[src/crie_pkg.sv]
// package holding bit positions and reset values for the clock ready interrupt block
package crie_pkg;
    // enable bit positions within the interrupt control word
    localparam int unsigned AUX2_LOCK_IE_BIT  = 14;
    localparam int unsigned AUX1_LOCK_IE_BIT  = 13;
    localparam int unsigned MAIN_LOCK_IE_BIT  = 12;
    localparam int unsigned FAST_XTAL_IE_BIT  = 11;
    localparam int unsigned OSC_8M_IE_BIT     = 10;
    localparam int unsigned SLOW_XTAL_IE_BIT  = 9;
    localparam int unsigned OSC_40K_IE_BIT    = 8;
    // stuck flag position and 40 kHz clear position
    localparam int unsigned STUCK_FLAG_BIT    = 7;
    localparam int unsigned OSC_40K_CLR_BIT   = 16;
    // number of stabilization sources
    localparam int unsigned NUM_SRC           = 7;
    // source index order on the stable-event vectors
    localparam int unsigned SRC_OSC_40K       = 0;
    localparam int unsigned SRC_SLOW_XTAL     = 1;
    localparam int unsigned SRC_OSC_8M        = 2;
    localparam int unsigned SRC_FAST_XTAL     = 3;
    localparam int unsigned SRC_MAIN_LOOP     = 4;
    localparam int unsigned SRC_AUX1_LOOP     = 5;
    localparam int unsigned SRC_AUX2_LOOP     = 6;
    // reset values
    localparam logic [6:0]  IE_RESET          = 7'h00;
    localparam logic        FLAG_RESET        = 1'b0;
endpackage : crie_pkg

[src/crie_irq_enables.sv]
// clock ready interrupt enables, stuck-clock flag and 40 kHz stable flag
//
// Functional notes
// - bit 14 enables aux2 loop lock interrupt
// - bit 13 enables aux1 loop lock interrupt
// - bit 12 enables main loop lock interrupt
// - bit 11 enables fast crystal stable interrupt
// - bit 10 enables 8 MHz oscillator interrupt
// - bit 9 enables slow crystal interrupt
// - bit 8 enables 40 kHz oscillator interrupt
// - hardware sets stuck flag on stalled crystal
// - stuck flag holds until clear written
// - writing one clears 40 kHz flag
`timescale 1ns/1ps
module crie_irq_enables #(
    parameter int unsigned NSRC = crie_pkg::NUM_SRC  // number of stable sources
) (
    input  wire logic            sys_clk_in,           // system bus clock
    input  wire logic            rst_in,               // synchronous reset, active high
    input  wire logic            clk_en_in,            // freezes all state while low
    input  wire logic            ctrl_wr_in,           // write strobe for enable word
    input  wire logic [16:0]     ctrl_wdata_in,        // written enables and clear bits
    input  wire logic [NSRC-1:0] stable_flags_in,      // stable flags from other logic
    input  wire logic            osc_40k_stable_in,    // 40 kHz stable event pulse
    input  wire logic            fast_crystal_stuck_in,// stuck detect, same domain
    output logic      [NSRC-1:0] irq_en_out,           // enable bits as stored
    output logic                 fast_crystal_stuck_flag_out, // sticky stuck flag
    output logic                 osc_40k_stable_flag_out,     // sticky 40 kHz flag
    output logic                 clk_irq_out           // combined interrupt request
);

    ////////////////////////////////////////////////////////////////////////////
    // elaboration check: the fixed bit map serves exactly seven sources
    if (NSRC != crie_pkg::NUM_SRC) begin : g_bad_nsrc
        $error("crie_irq_enables: NSRC must equal the fixed source count");
    end

    ////////////////////////////////////////////////////////////////////////////
    // write decode helper
    // true when a write strobe carries a one at the given bit; both
    // write-one clears use it, so the two flags decode their clears alike
    function automatic logic wr_one_at(
        input logic        wr,   // write strobe
        input logic [16:0] word, // written word
        input int unsigned pos   // bit position to test
    );
        return wr && word[pos];
    endfunction : wr_one_at

    ////////////////////////////////////////////////////////////////////////////
    // enable register
    logic [NSRC-1:0] irq_en_r;    // software enables, index by source
    logic [NSRC-1:0] irq_en_nxt;  // next enable value
    logic            stuck_r;     // stuck-clock flag
    logic            osc40_r;     // 40 kHz stable flag
    logic [NSRC-1:0] flags_all;   // all stable flags with internal 40 kHz flag
    logic            stuck_clr;   // write-one clear of the stuck flag
    logic            osc40_clr;   // write-one clear of the 40 kHz flag

    // clear strobes; a clear only acts on a cycle with the clock enable high
    assign stuck_clr = wr_one_at(ctrl_wr_in, ctrl_wdata_in, crie_pkg::STUCK_FLAG_BIT);
    assign osc40_clr = wr_one_at(ctrl_wr_in, ctrl_wdata_in, crie_pkg::OSC_40K_CLR_BIT);

    // map written word bits onto source indices
    always_comb begin
        irq_en_nxt = irq_en_r;
        if (ctrl_wr_in) begin
            irq_en_nxt[crie_pkg::SRC_AUX2_LOOP] = ctrl_wdata_in[crie_pkg::AUX2_LOCK_IE_BIT];
            irq_en_nxt[crie_pkg::SRC_AUX1_LOOP] = ctrl_wdata_in[crie_pkg::AUX1_LOCK_IE_BIT];
            irq_en_nxt[crie_pkg::SRC_MAIN_LOOP] = ctrl_wdata_in[crie_pkg::MAIN_LOCK_IE_BIT];
            irq_en_nxt[crie_pkg::SRC_FAST_XTAL] = ctrl_wdata_in[crie_pkg::FAST_XTAL_IE_BIT];
            irq_en_nxt[crie_pkg::SRC_OSC_8M]    = ctrl_wdata_in[crie_pkg::OSC_8M_IE_BIT];
            irq_en_nxt[crie_pkg::SRC_SLOW_XTAL] = ctrl_wdata_in[crie_pkg::SLOW_XTAL_IE_BIT];
            irq_en_nxt[crie_pkg::SRC_OSC_40K]   = ctrl_wdata_in[crie_pkg::OSC_40K_IE_BIT];
        end
    end

    // store enables
    always_ff @(posedge sys_clk_in) begin
        if (rst_in) begin
            irq_en_r <= crie_pkg::IE_RESET;
        end else if (clk_en_in) begin
            irq_en_r <= irq_en_nxt;
        end
    end

    ////////////////////////////////////////////////////////////////////////////
    // stuck-clock flag: set wins over a simultaneous clear
    always_ff @(posedge sys_clk_in) begin
        if (rst_in) begin
            stuck_r <= crie_pkg::FLAG_RESET;
        end else if (clk_en_in) begin
            // a stall seen in the same cycle as a clear keeps the flag up
            if (fast_crystal_stuck_in) begin
                stuck_r <= 1'b1;
            end else if (stuck_clr) begin
                // software acknowledged the stall
                stuck_r <= 1'b0;
            end
        end
    end

    // 40 kHz stable flag: set wins over a simultaneous clear
    always_ff @(posedge sys_clk_in) begin
        if (rst_in) begin
            osc40_r <= crie_pkg::FLAG_RESET;
        end else if (clk_en_in) begin
            // a stable event in the same cycle as a clear keeps the flag up
            if (osc_40k_stable_in) begin
                osc40_r <= 1'b1;
            end else if (osc40_clr) begin
                // software acknowledged the stable event
                osc40_r <= 1'b0;
            end
        end
    end

    ////////////////////////////////////////////////////////////////////////////
    // interrupt combine
    always_comb begin
        flags_all = stable_flags_in;
        flags_all[crie_pkg::SRC_OSC_40K] = osc40_r;
    end

    assign clk_irq_out = (|(flags_all & irq_en_r)) | stuck_r;
    assign irq_en_out  = irq_en_r;
    assign fast_crystal_stuck_flag_out = stuck_r;
    assign osc_40k_stable_flag_out     = osc40_r;

    ////////////////////////////////////////////////////////////////////////////
    // checks on the stuck-clock flag
    // a stall seen with the clock enable high always lands in the flag
    a_stuck_sets: assert property (@(posedge sys_clk_in) disable iff (rst_in)
        (clk_en_in && fast_crystal_stuck_in) |=> stuck_r)
        else $error("stuck flag not set");
    // nothing but a stall raises the flag
    a_stuck_spurious: assert property (@(posedge sys_clk_in) disable iff (rst_in)
        (!stuck_r && !(clk_en_in && fast_crystal_stuck_in)) |=> !stuck_r)
        else $error("stuck flag rose without a stall");
    // a clear with no competing stall empties the flag
    a_stuck_clears: assert property (@(posedge sys_clk_in) disable iff (rst_in)
        (clk_en_in && stuck_clr && !fast_crystal_stuck_in) |=> !stuck_r)
        else $error("stuck flag not cleared");
    // without a clear the flag stays up
    a_stuck_holds: assert property (@(posedge sys_clk_in) disable iff (rst_in)
        (stuck_r && !stuck_clr) |=> stuck_r)
        else $error("stuck flag dropped");

    ////////////////////////////////////////////////////////////////////////////
    // checks on the 40 kHz stable flag
    // a stable event with the clock enable high lands in the flag
    a_osc40_sets: assert property (@(posedge sys_clk_in) disable iff (rst_in)
        (clk_en_in && osc_40k_stable_in) |=> osc40_r)
        else $error("40k flag not set");
    // a clear with no competing event empties the flag
    a_osc40_clears: assert property (@(posedge sys_clk_in) disable iff (rst_in)
        (clk_en_in && osc40_clr && !osc_40k_stable_in) |=> !osc40_r)
        else $error("40k flag not cleared");
    // without a clear the flag stays up
    a_osc40_holds: assert property (@(posedge sys_clk_in) disable iff (rst_in)
        (osc40_r && !osc40_clr) |=> osc40_r)
        else $error("40k flag dropped");

    ////////////////////////////////////////////////////////////////////////////
    // checks on the enable bits
    // clock enable low freezes every state bit
    a_frozen_state: assert property (@(posedge sys_clk_in) disable iff (rst_in)
        !clk_en_in |=> ($stable(irq_en_r) && $stable(stuck_r) && $stable(osc40_r)))
        else $error("state moved while frozen");
    // enables only change on an accepted write
    a_en_holds: assert property (@(posedge sys_clk_in) disable iff (rst_in)
        !(clk_en_in && ctrl_wr_in) |=> $stable(irq_en_r))
        else $error("enables moved without a write");
    // each accepted write loads every enable from its own bit
    a_aux2_en: assert property (@(posedge sys_clk_in) disable iff (rst_in)
        (clk_en_in && ctrl_wr_in)
        |=> irq_en_r[crie_pkg::SRC_AUX2_LOOP]
            == $past(ctrl_wdata_in[crie_pkg::AUX2_LOCK_IE_BIT]))
        else $error("aux2 enable wrong");
    a_aux1_en: assert property (@(posedge sys_clk_in) disable iff (rst_in)
        (clk_en_in && ctrl_wr_in)
        |=> irq_en_r[crie_pkg::SRC_AUX1_LOOP]
            == $past(ctrl_wdata_in[crie_pkg::AUX1_LOCK_IE_BIT]))
        else $error("aux1 enable wrong");
    a_main_en: assert property (@(posedge sys_clk_in) disable iff (rst_in)
        (clk_en_in && ctrl_wr_in)
        |=> irq_en_r[crie_pkg::SRC_MAIN_LOOP]
            == $past(ctrl_wdata_in[crie_pkg::MAIN_LOCK_IE_BIT]))
        else $error("main enable wrong");
    a_fast_en: assert property (@(posedge sys_clk_in) disable iff (rst_in)
        (clk_en_in && ctrl_wr_in)
        |=> irq_en_r[crie_pkg::SRC_FAST_XTAL]
            == $past(ctrl_wdata_in[crie_pkg::FAST_XTAL_IE_BIT]))
        else $error("fast crystal enable wrong");
    a_osc8_en: assert property (@(posedge sys_clk_in) disable iff (rst_in)
        (clk_en_in && ctrl_wr_in)
        |=> irq_en_r[crie_pkg::SRC_OSC_8M]
            == $past(ctrl_wdata_in[crie_pkg::OSC_8M_IE_BIT]))
        else $error("8m enable wrong");
    a_slow_en: assert property (@(posedge sys_clk_in) disable iff (rst_in)
        (clk_en_in && ctrl_wr_in)
        |=> irq_en_r[crie_pkg::SRC_SLOW_XTAL]
            == $past(ctrl_wdata_in[crie_pkg::SLOW_XTAL_IE_BIT]))
        else $error("slow crystal enable wrong");
    a_osc40_en: assert property (@(posedge sys_clk_in) disable iff (rst_in)
        (clk_en_in && ctrl_wr_in)
        |=> irq_en_r[crie_pkg::SRC_OSC_40K]
            == $past(ctrl_wdata_in[crie_pkg::OSC_40K_IE_BIT]))
        else $error("40k enable wrong");

    ////////////////////////////////////////////////////////////////////////////
    // checks on the combined request
    // a stuck crystal requests service whatever the enables say
    a_irq_stuck: assert property (@(posedge sys_clk_in) disable iff (rst_in)
        stuck_r |-> clk_irq_out)
        else $error("stuck request missing");
    // an enabled main loop stable flag raises the request
    a_irq_main: assert property (@(posedge sys_clk_in) disable iff (rst_in)
        (irq_en_r[crie_pkg::SRC_MAIN_LOOP] && stable_flags_in[crie_pkg::SRC_MAIN_LOOP])
        |-> clk_irq_out)
        else $error("main loop request missing");
    // the 40 kHz source uses the internal sticky flag
    a_irq_osc40: assert property (@(posedge sys_clk_in) disable iff (rst_in)
        (irq_en_r[crie_pkg::SRC_OSC_40K] && osc40_r)
        |-> clk_irq_out)
        else $error("40k request missing");
    // everything masked and no stall: no request
    a_irq_masked: assert property (@(posedge sys_clk_in) disable iff (rst_in)
        (irq_en_r == 7'h00 && !stuck_r) |-> !clk_irq_out)
        else $error("request while all masked");

endmodule : crie_irq_enables

[config.mk]
export PLATFORM = sky130hd
export DESIGN_NAME = crie_irq_enables
export DESIGN_NICKNAME = d
export VERILOG_FILES = /design/src/crie_pkg.sv /design/src/crie_irq_enables.sv
export SDC_FILE = /design/constraint.sdc
export NUM_CORES = 1
export LEC_CHECK = 0
export BUFFER_PORTS_ARGS = -buffer_cell sky130_fd_sc_hd__buf_2
export CAP_MARGIN = 20
export CORE_AREA = 2 2 39 41
export CTS_CLUSTER_SIZE = 10
export DETAILED_ROUTE_END_ITERATION = 12
export DIE_AREA = 0 0 41 43
export MAX_ROUTING_LAYER = met4
export PLACE_DENSITY = 0.72
export SYNTH_ARGS = -nofsm -noshare
export SYNTH_HDL_FRONTEND = slang
export SYNTH_SLANG_ARGS = --single-unit
[constraint.sdc]
create_clock -name sys_clk_in -period 0.97 [get_ports sys_clk_in]
set_input_delay 0.097 -clock sys_clk_in [delete_from_list [all_inputs] [get_ports sys_clk_in]]
set_output_delay 0.097 -clock sys_clk_in [all_outputs]
set_load 0.03 [all_outputs]
; After elaboration in Yosys (flattened, before gate mapping)
; Cells that the tools add are included.
[classes]
mux = 4
bitwise = 2
reduce_logical = 8
[op_table]
columns = op, count
row1 = 7-bit AND, 1
row2 = 7-bit OR reduction, 1
row3 = 2-bit AND reduction, 3
row4 = 1-bit 2-to-1 mux, 4
row5 = 2-bit nonzero test, 2
row6 = 1-bit logical AND, 2
row7 = 1-bit bitwise OR, 1
[word_totals]
register_bits = 9
in_bits = 30
output_inout_bits = 10
elab_cells = 17

; Longest topological paths before layout
; Gate-level depths: netlist (run 1).
[depth]
depth_word = 3
mapped_depth = 4
depth_no_buf = 3

; Worst setup path after synthesis (run 1)
; OpenSTA, ideal clock, no wires.
[synth_path]
path_kind = reg-to-output
startpoint = reg irq_en_r[0], in the netlist irq_en_out[0]
endpoint = out clk_irq_out
arrival_ns = 1.106
required_time_ns = 0.873
path_slack_ns = -0.233
path_stages_with_launch = 4
n_path_buf = 0
path_cell_list = dfxtp_1 > a22o_1 > a221oi_2 > nand3_1
[synth_via]
elab_chain_len = 3
[synth_lines]
columns = element, line
row1 = start: declaration, crie_irq_enables.sv:52  ; logic [NSRC-1:0] irq_en_r;
row2 = start signal: assignment, crie_irq_enables.sv:81  ; irq_en_r <= crie_pkg::IE_RESET;
row3 = start signal: assignment, crie_irq_enables.sv:83  ; irq_en_r <= irq_en_nxt;
row4 = 7-bit AND, crie_irq_enables.sv:125  ; assign clk_irq_out = (|(flags_all & irq_en_r)) | stuck_r;
row5 = 7-bit OR reduction, crie_irq_enables.sv:125
row6 = 1-bit bitwise OR, crie_irq_enables.sv:125
row7 = end: declaration, crie_irq_enables.sv:29  ; output logic clk_irq_out
; No other way between the ends.

; Worst setup path in the final report (run 1)
; Same ends and word-level chain as after synthesis.

==> results.yml, run 1 <==
route:
  viasPerCell: 4.571
  ant_nets: 0
  drcViolationCount: 0
  routedWlPerCell_um: 10.72
  vias: 448
  wl_um: 1051
  dr.pass1.iters: 2
  drt-initial-drc-count: 2
finish:
  seq_area_um2: 191.4
  utilization: 0.4837
  final_area_um2: 669.4
  synthToLayoutAreaGrowth_pct: 69.84
  fillerInstances: 145
  nNetsFinal: 113
  multiInputGateArea_um2: 202.7
  antenna_cells: 0
  drive_gt1_frac: 0.6341
clock_tree:
  cts_buffers: 3
  cts_root_buffer: "clkbuf_4"
  cts.path.max_buffers: 2
  clk_latency_ns: 0.26
  clk_pin_slew_ns: 0.06
  htreeDepth: 1
  cts_setup_buffers: 0
  tritoncts: "done"
  clock_sinks: 9
  hold_buffers: 0
worst_setup_path:
  critPathMaxStageDelay_ns: 0.34
  crit_fanout: 2
  worst_ep_required_time_ns: 0.87
  path_cells: "a22o_1 > a221oi_2 > nand3_2 > buf_6"
  r2r_slack_ns: 0.17
  worstReg2RegEnd: "osc_40k_stable_flag_out"
  reg2reg_from: "osc_40k_stable_flag_out"
  cp-start-kind: "flip-flop"
  critical_path.endpoint_type: "output port"
  worst-r2r-cell-count: 3
  critPathSlowestCell: "dfxtp_4"
  path_class: "flip-flop to output port"
  cp_data_arrival_time_ns: 1.26
synth:
  synth_top_area_frac: 0.4571
  synth.avg_cell_area_um2: 8.758
  syn-instance-count: 45
  synth-main-ff-cell: "dfxtp_1"
  synth-edff-count: 0
  ys_ff_latch: 9
  synth.area.top_cells: "dfxtp_1 46%, a21oi_2 16%, nand2_1 14%"
  yosysWarnings: 0
  async_flop_share: 0
  synth_most_common_cell: "nand2_1"
  yosys.area.top_type: "dfxtp_1"
  ys_seq_area_frac: 0.4571
  synth_common_cells: "15 x nand2_1, 9 x dfxtp_1, 7 x a21oi_2"
  synth_fp_nets: 75
  synth_area_um2: 394.1
  yosysUniqueCellTypes: 12
floorplan:
  rows: 14
  io_pins: 40
  coreArea_mm2: 0.001384
  dieWidth_um: 41
  dieArea_mm2: 0.001763
  die_height_um: 43
  start_util: 0.2848
place:
  placedInstanceArea_um2: 599.3
  place_hpwl_um: 837.3
  place_congestion: 0.6568
  dp_worst_setup_slack_ns: -0.1536
  port_buffers: 30
sta:
  fmax_mhz: 734.8
  slew_headroom: 0.8343
  fin_crit_ns: 1.361
  maxSlewViolCount: 0
  max_slew.worst_pin.slew_ns: 0.2480
  rsz0062_at_grt: "true"
  skew_ns: 0
  holdWs_ns: 0.07565
  min_period_over_period: 1.403
  finalSetupViolations: 1
  setup_ws_ns: -0.3910
  final-hold-violation-count: 0
min_path:
  min_from: "ctrl_wdata_in[12]"
  holdPathStages: 3
  worstHoldEndpoint: "irq_en_out[4]"
  hold_class: "input port to flip-flop"
global_route:
  grt_use_total: 0.1496
  grt_max_degree: 10
  grt_antenna_before_repair: 0
  grt_pass1_wl_um: 1683
  overflow: 0
  grt_pass1_vias: 425
power:
  finalPower_uw: 916.0
  vdd_drop_max_v: 0.0006942
  power_density_mw_per_mm2: 1368
  power.leakage_uw: 0.0003121
outcome:
  status: "finished with violations"
  violations: "setup timing"
flow_run:
  cap_violations: 0
-- area by class of cell --
class / count / share of cell area
clock buffer: 4 / 0.03925
sequential: 9 / 0.2860
tap: 16 / 0.02991
multi-input combinational: 34 / 0.3028
timing repair buffer: 35 / 0.3421
-- power breakdown --
| group | internal (µW) | leakage [µW] | switching [µW] | total (µW) |
|---|---|---|---|---|
| logic | 106 | 0.000221 | 122 | 229 |
| registers | 387 | 0.0000764 | 12.9 | 400 |
| clock network | 158 | 0.0000150 | 129 | 287 |
| total | 652 | 0.000312 | 264 | 916 |
-- per-layer routing --
layer	vias up	wire length, µm	GRT usage
met5	-	0	-
met4	0	14	0.1000
met3	2	80	0.03141
met2	21	509	0.2188
met1	195	447	0.1753
li1	230	-	-
-- sequential cells by signal, indices dropped and copies added (netlist names) --
register,count
fast_crystal_stuck_flag_out,1
irq_en_out,7
osc_40k_stable_flag_out,1
-- worst max-delay path, delay by kind of cell (launching register included) --
kind | cells | cell delay [ns]
buffers and inverters | 1 | 0.15
and+or+nand+nor | 1 | 0.09
AOI/OAI and AO/OA | 2 | 0.43
DFF | 1 | 0.34
-- cell families after synthesis --
logic type | count (synthesis) | share of synthesized area
compound gates | 13 | 0.2857
buf+inv | 2 | 0.04126
simple gates | 21 | 0.2159
flops | 9 | 0.4571
-- through the flow --
step	setup TNS, ns	instances
2_1_floorplan	-0.1128	45
3_3_place_gp	-0.1329	94
3_5_place_dp	-0.1536	94
4_1_cts	-0.4158	98
5_1_grt	-0.4509	98
6_report	-0.3910	98
-- placed cells by master (no fill, tap or decap), drive strengths merged --
cell type	n
nand3	3
a221oi	1
a22o	1
nand2	15
and2	1
nor2	2
clkbuf	4
a22oi	3
dfxtp	9
buf	35
a21oi	8
-- worst max-delay path by stage --
stage                                  startpoint     endpoint  depth (start not counted)
after global placement    osc_40k_stable_flag_out  clk_irq_out                          4
after detailed placement  osc_40k_stable_flag_out  clk_irq_out                          4
after floorplan           osc_40k_stable_flag_out  clk_irq_out                          3
after CTS                           irq_en_out[0]  clk_irq_out                          4
final                               irq_en_out[0]  clk_irq_out                          4
after global routing                irq_en_out[0]  clk_irq_out                          4
-- timing repair --
action,CTS,global route
pin swaps,2,0
endpoints found under the setup margin,6,4
resized for setup,13,2
Power figures use the tool's default switching activity.
==> run 2: changes to the inputs <==
- REMOVE_ABC_BUFFERS: not set -> 1
==> results.yml, run 2 (synthesized netlist as in run 1, its figures left out) <==
worst_setup_path:
  path_class: "flip-flop to output port"
  critPathSlowestCell: "dfxtp_2"
  cp-start-kind: "flip-flop"
  worst-r2r-cell-count: 3
  critPathMaxStageDelay_ns: 0.32
  worst_ep_required_time_ns: 0.87
  r2r_slack_ns: 0.21
  critical_path.endpoint_type: "output port"
  worstReg2RegEnd: "osc_40k_stable_flag_out"
  path_cells: "a22o_1 > a221oi_2 > nand3_1 > buf_6"
  crit_fanout: 2
  reg2reg_from: "osc_40k_stable_flag_out"
  cp_data_arrival_time_ns: 1.23
floorplan:
  dieArea_mm2: 0.001763
  start_util: 0.2848
  die_height_um: 43
  dieWidth_um: 41
  rows: 14
  io_pins: 40
  coreArea_mm2: 0.001384
sta:
  skew_ns: 0
  setup_ws_ns: -0.3577
  maxSlewViolCount: 0
  finalSetupViolations: 1
  min_period_over_period: 1.369
  fin_crit_ns: 1.328
  max_slew.worst_pin.slew_ns: 0.2621
  final-hold-violation-count: 0
  rsz0062_at_grt: "true"
  slew_headroom: 0.8253
  fmax_mhz: 753.2
flow_run:
  cap_violations: 0
finish:
  antenna_cells: 0
  nNetsFinal: 111
  final_common_cell: "buf_2"
  synthToLayoutAreaGrowth_pct: 56.83
  most-common-layout-cells: "25 x buf_2, 15 x nand2_1, 8 x dfxtp_1"
  largest_reg_flops: 7
  drive_gt1_frac: 0.5625
outcome:
  violations: "setup timing"
  status: "finished with violations"
clock_tree:
  cts_root_buffer: "clkbuf_4"
  cts_buffers: 3
  cts.path.max_buffers: 2
  clk_pin_slew_ns: 0.06
  clock_sinks: 9
  htreeDepth: 1
  clk_latency_ns: 0.24
  tritoncts: "done"
global_route:
  grt_pass1_wl_um: 1442
  grt_use_total: 0.1195
  grt_pass1_vias: 388
  grt_max_degree: 10
  grt_antenna_before_repair: 0
  overflow: 0
place:
  dp_worst_setup_slack_ns: -0.1094
  place_hpwl_um: 729
  port_buffers: 30
  place_congestion: 0.6655
route:
  ant_nets: 0
  drcViolationCount: 0
  drt-initial-drc-count: 3
  vias: 440
  viasPerCell: 4.583
  dr.pass1.iters: 3
  routedWlPerCell_um: 9.833
  wl_um: 944
power:
  power_density_mw_per_mm2: 1431
  power.leakage_uw: 0.0002901
  finalPower_uw: 884.6
  vdd_drop_max_v: 0.0006776
min_path:
  hold_class: "input port to flip-flop"
  min_from: "ctrl_wdata_in[9]"
  worstHoldEndpoint: "irq_en_out[1]"
  holdPathStages: 3
-- run 2: cell types whose count changed in the layout (fill, tap and decap cells not counted), sizes merged --
| cell | delta |
|---|---|
| clkbuf | +1 |
| buf | -3 |
-- run 2: worst max-delay path: cells and delay by family (launching register included) --
kind                   cells  cell delay (ns)
AO/OA/AOI/OAI              2             0.40
buffers and inverters      1             0.15
flip-flops                 1             0.32
AND/OR/NAND/NOR            1             0.11
-- run 2: stage by stage --
stage | instance area [µm²] | util | setup TNS, ns | cells | hold WS [ns]
after global placement | 570.5 | 0.4123 | -0.1053 | 92 | 0.3464
after global routing | 618.1 | 0.4467 | -0.4296 | 96 | 0.09393
after floorplan | 377.9 | - | -0.2326 | 43 | 0.1594
after detailed placement | 570.5 | 0.4123 | -0.1094 | 92 | 0.3499
final | 618.1 | 0.4467 | -0.3577 | 96 | 0.08802
after CTS | 610.6 | 0.4412 | -0.3862 | 96 | 0.08316
-- run 2: where the power goes --
group	switching, µW	internal [µW]
Sequential	12.2	389
Clock	117	158
Combinational	116	92.7
Total	245	639
-- run 2: per-layer routing --
metal / track usage / vias up / part of all wire
met5: - / - / 0
met4: 0.04000 / 0 / 0
met3: 0.03141 / 0 / 0.091
met2: 0.1938 / 18 / 0.51
met1: 0.1355 / 198 / 0.40
li1: - / 224 / -
-- run 2: final cells by class --
class,count,area [µm²]
Sequential cell,9,181.4
Timing Repair Buffer,33,192.7
Tap cell,16,20.02
Multi-Input combinational cell,34,197.7
Clock buffer,4,26.28
Fill cell,150,765.7
-- run 2: repair_timing --
item                                   4_1_cts  5_1_grt
endpoints found under the hold margin        0        0
buffers inserted                             0        1
setup endpoints to repair                    4        3
pin swaps                                    0        2
hold buffers                                 0        0
resized for setup                            5        3
-- run 2: worst max path at each step --
stage / from / end / slack, ns / cells after the start
CTS: irq_en_out[0] / clk_irq_out / -0.39 / 4
detailed placement: irq_en_out[0] / clk_irq_out / -0.11 / 4
global route: osc_40k_stable_flag_out / clk_irq_out / -0.43 / 4
floorplan: irq_en_out[0] / clk_irq_out / -0.23 / 3
global placement: irq_en_out[0] / clk_irq_out / -0.11 / 4
finish: osc_40k_stable_flag_out / clk_irq_out / -0.36 / 4
==> run 3: changes to the inputs <==
- CORE_AREA: 2 2 39 41 -> not set
- CORE_MARGIN: not set -> 2
- CORE_UTILIZATION: not set -> 25
- DIE_AREA: 0 0 41 43 -> not set
- PLACE_DENSITY: 0.72 -> 0.63
- RECOVER_POWER: not set -> 50
==> results.yml, run 3 (synthesized netlist as in run 1, its figures left out) <==
place:
  place_hpwl_um: 782.8
  dp_worst_setup_slack_ns: -0.1293
  port_buffers: 30
  place_congestion: 0.6934
  placedInstanceArea_um2: 578.1
sta:
  slew_headroom: 0.8156
  maxSlewViolCount: 0
  min_period_over_period: 1.394
  skew_ns: 0
  finalSetupViolations: 1
  rsz0062_at_grt: "true"
  fin_crit_ns: 1.353
  fmax_mhz: 739.4
  final-hold-violation-count: 0
  holdWs_ns: 0.07409
  max_slew.worst_pin.slew_ns: 0.2767
  setup_ws_ns: -0.3825
finish:
  drive_gt1_frac: 0.5556
  synthToLayoutAreaGrowth_pct: 57.46
  nNetsFinal: 112
  multiInputGateArea_um2: 186.4
  largest_reg_flops: 7
  seq_area_um2: 183.9
  final_area_um2: 620.6
  final_common_cell: "buf_2"
  fillerInstances: 155
  antenna_cells: 0
  most-common-layout-cells: "25 x buf_2, 15 x nand2_1, 6 x dfxtp_1, 6 x buf_4"
floorplan:
  dieArea_mm2: 0.001910
  die_height_um: 43.71
  start_util: 0.2647
  rows: 14
  dieWidth_um: 43.71
  coreArea_mm2: 0.001489
  io_pins: 40
worst_setup_path:
  critPathMaxStageDelay_ns: 0.32
  critPathSlowestCell: "dfxtp_2"
  cp-start-kind: "flip-flop"
  path_class: "flip-flop to output port"
  critical_path.endpoint_type: "output port"
  path_cells: "a22o_1 > a221oi_2 > nand3_1 > buf_6"
  cp_data_arrival_time_ns: 1.26
  worst_ep_required_time_ns: 0.87
  crit_fanout: 2
  r2r_slack_ns: 0.18
global_route:
  grt_pass1_vias: 391
  grt_pass1_wl_um: 1621
  overflow: 0
  grt_max_degree: 10
  grt_use_total: 0.1171
  grt_antenna_before_repair: 0
route:
  wl_um: 1050
  routedWlPerCell_um: 10.82
  drt-initial-drc-count: 3
  ant_nets: 0
  vias: 435
  dr.pass1.iters: 2
  viasPerCell: 4.485
  drcViolationCount: 0
min_path:
  hold_class: "input port to flip-flop"
flow_run:
  cap_violations: 0
clock_tree:
  cts_buffers: 3
  clk_latency_ns: 0.25
  cts_root_buffer: "clkbuf_4"
  clock_sinks: 9
  htreeDepth: 1
  tritoncts: "done"
  cts.path.max_buffers: 2
  clk_pin_slew_ns: 0.06
outcome:
  violations: "setup timing"
  status: "finished with violations"
power:
  power_density_mw_per_mm2: 1438
  vdd_drop_max_v: 0.0007090
  power.leakage_uw: 0.0002975
run 3: path summary, 6_finish.rpt:
kind | depth (start not counted) | end | startpoint
worst min register to register | 2 | irq_en_out[6] | irq_en_out[6]
worst max register to register | 3 | osc_40k_stable_flag_out | osc_40k_stable_flag_out
worst max-delay path | 4 | clk_irq_out | irq_en_out[0]
worst min-delay path | 3 | irq_en_out[4] | ctrl_wdata_in[12]
run 3: what timing repair did:
item,in CTS,in global routing
setup endpoints to repair,5,5
hold buffers,0,0
hold endpoints to repair,0,0
pin swaps,2,2
setup buffers,0,0
resized for setup,6,5
run 3: worst max-delay path: cells and delay by family (launching register included):
family,cells,cell delay [ns]
flip-flops,1,0.32
AO/OA/AOI/OAI,2,0.41
buffers and inverters,1,0.16
AND/OR/NAND/NOR,1,0.12
run 3: layer usage:
metal / share of wire / vias up / GRT usage / routed length (µm)
li1: - / 227 / - / -
met2: 0.47 / 21 / 0.1765 / 494
met4: 0.0038 / 0 / 0.05455 / 4
met5: 0 / - / - / 0
met1: 0.43 / 185 / 0.1483 / 451
met3: 0.094 / 2 / 0.02500 / 99
run 3: report_power, final:
part / switching (µW) / internal, µW
logic: 117 / 94.8
registers: 12.6 / 390
clock network: 120 / 158
total: 250 / 643
run 3: cell type report:
cell class,count,share of cell area
sequential,9,0.2964
timing repair buffer,34,0.3286
clock buffer,4,0.04234
multi-input combinational,34,0.3004
tap,16,0.03226
run 3: stage by stage:
stage                     cells  setup TNS [ns]  total power, µW  utilization
after global routing         97         -0.4543            934.3       0.4168
final                        97         -0.3825            892.6       0.4168
after CTS                    97         -0.4045            899.1       0.4168
after global placement       93         -0.1293            605.2       0.3882
after floorplan              43         -0.2326            510.3            -
after detailed placement     93         -0.1293            607.4       0.3882
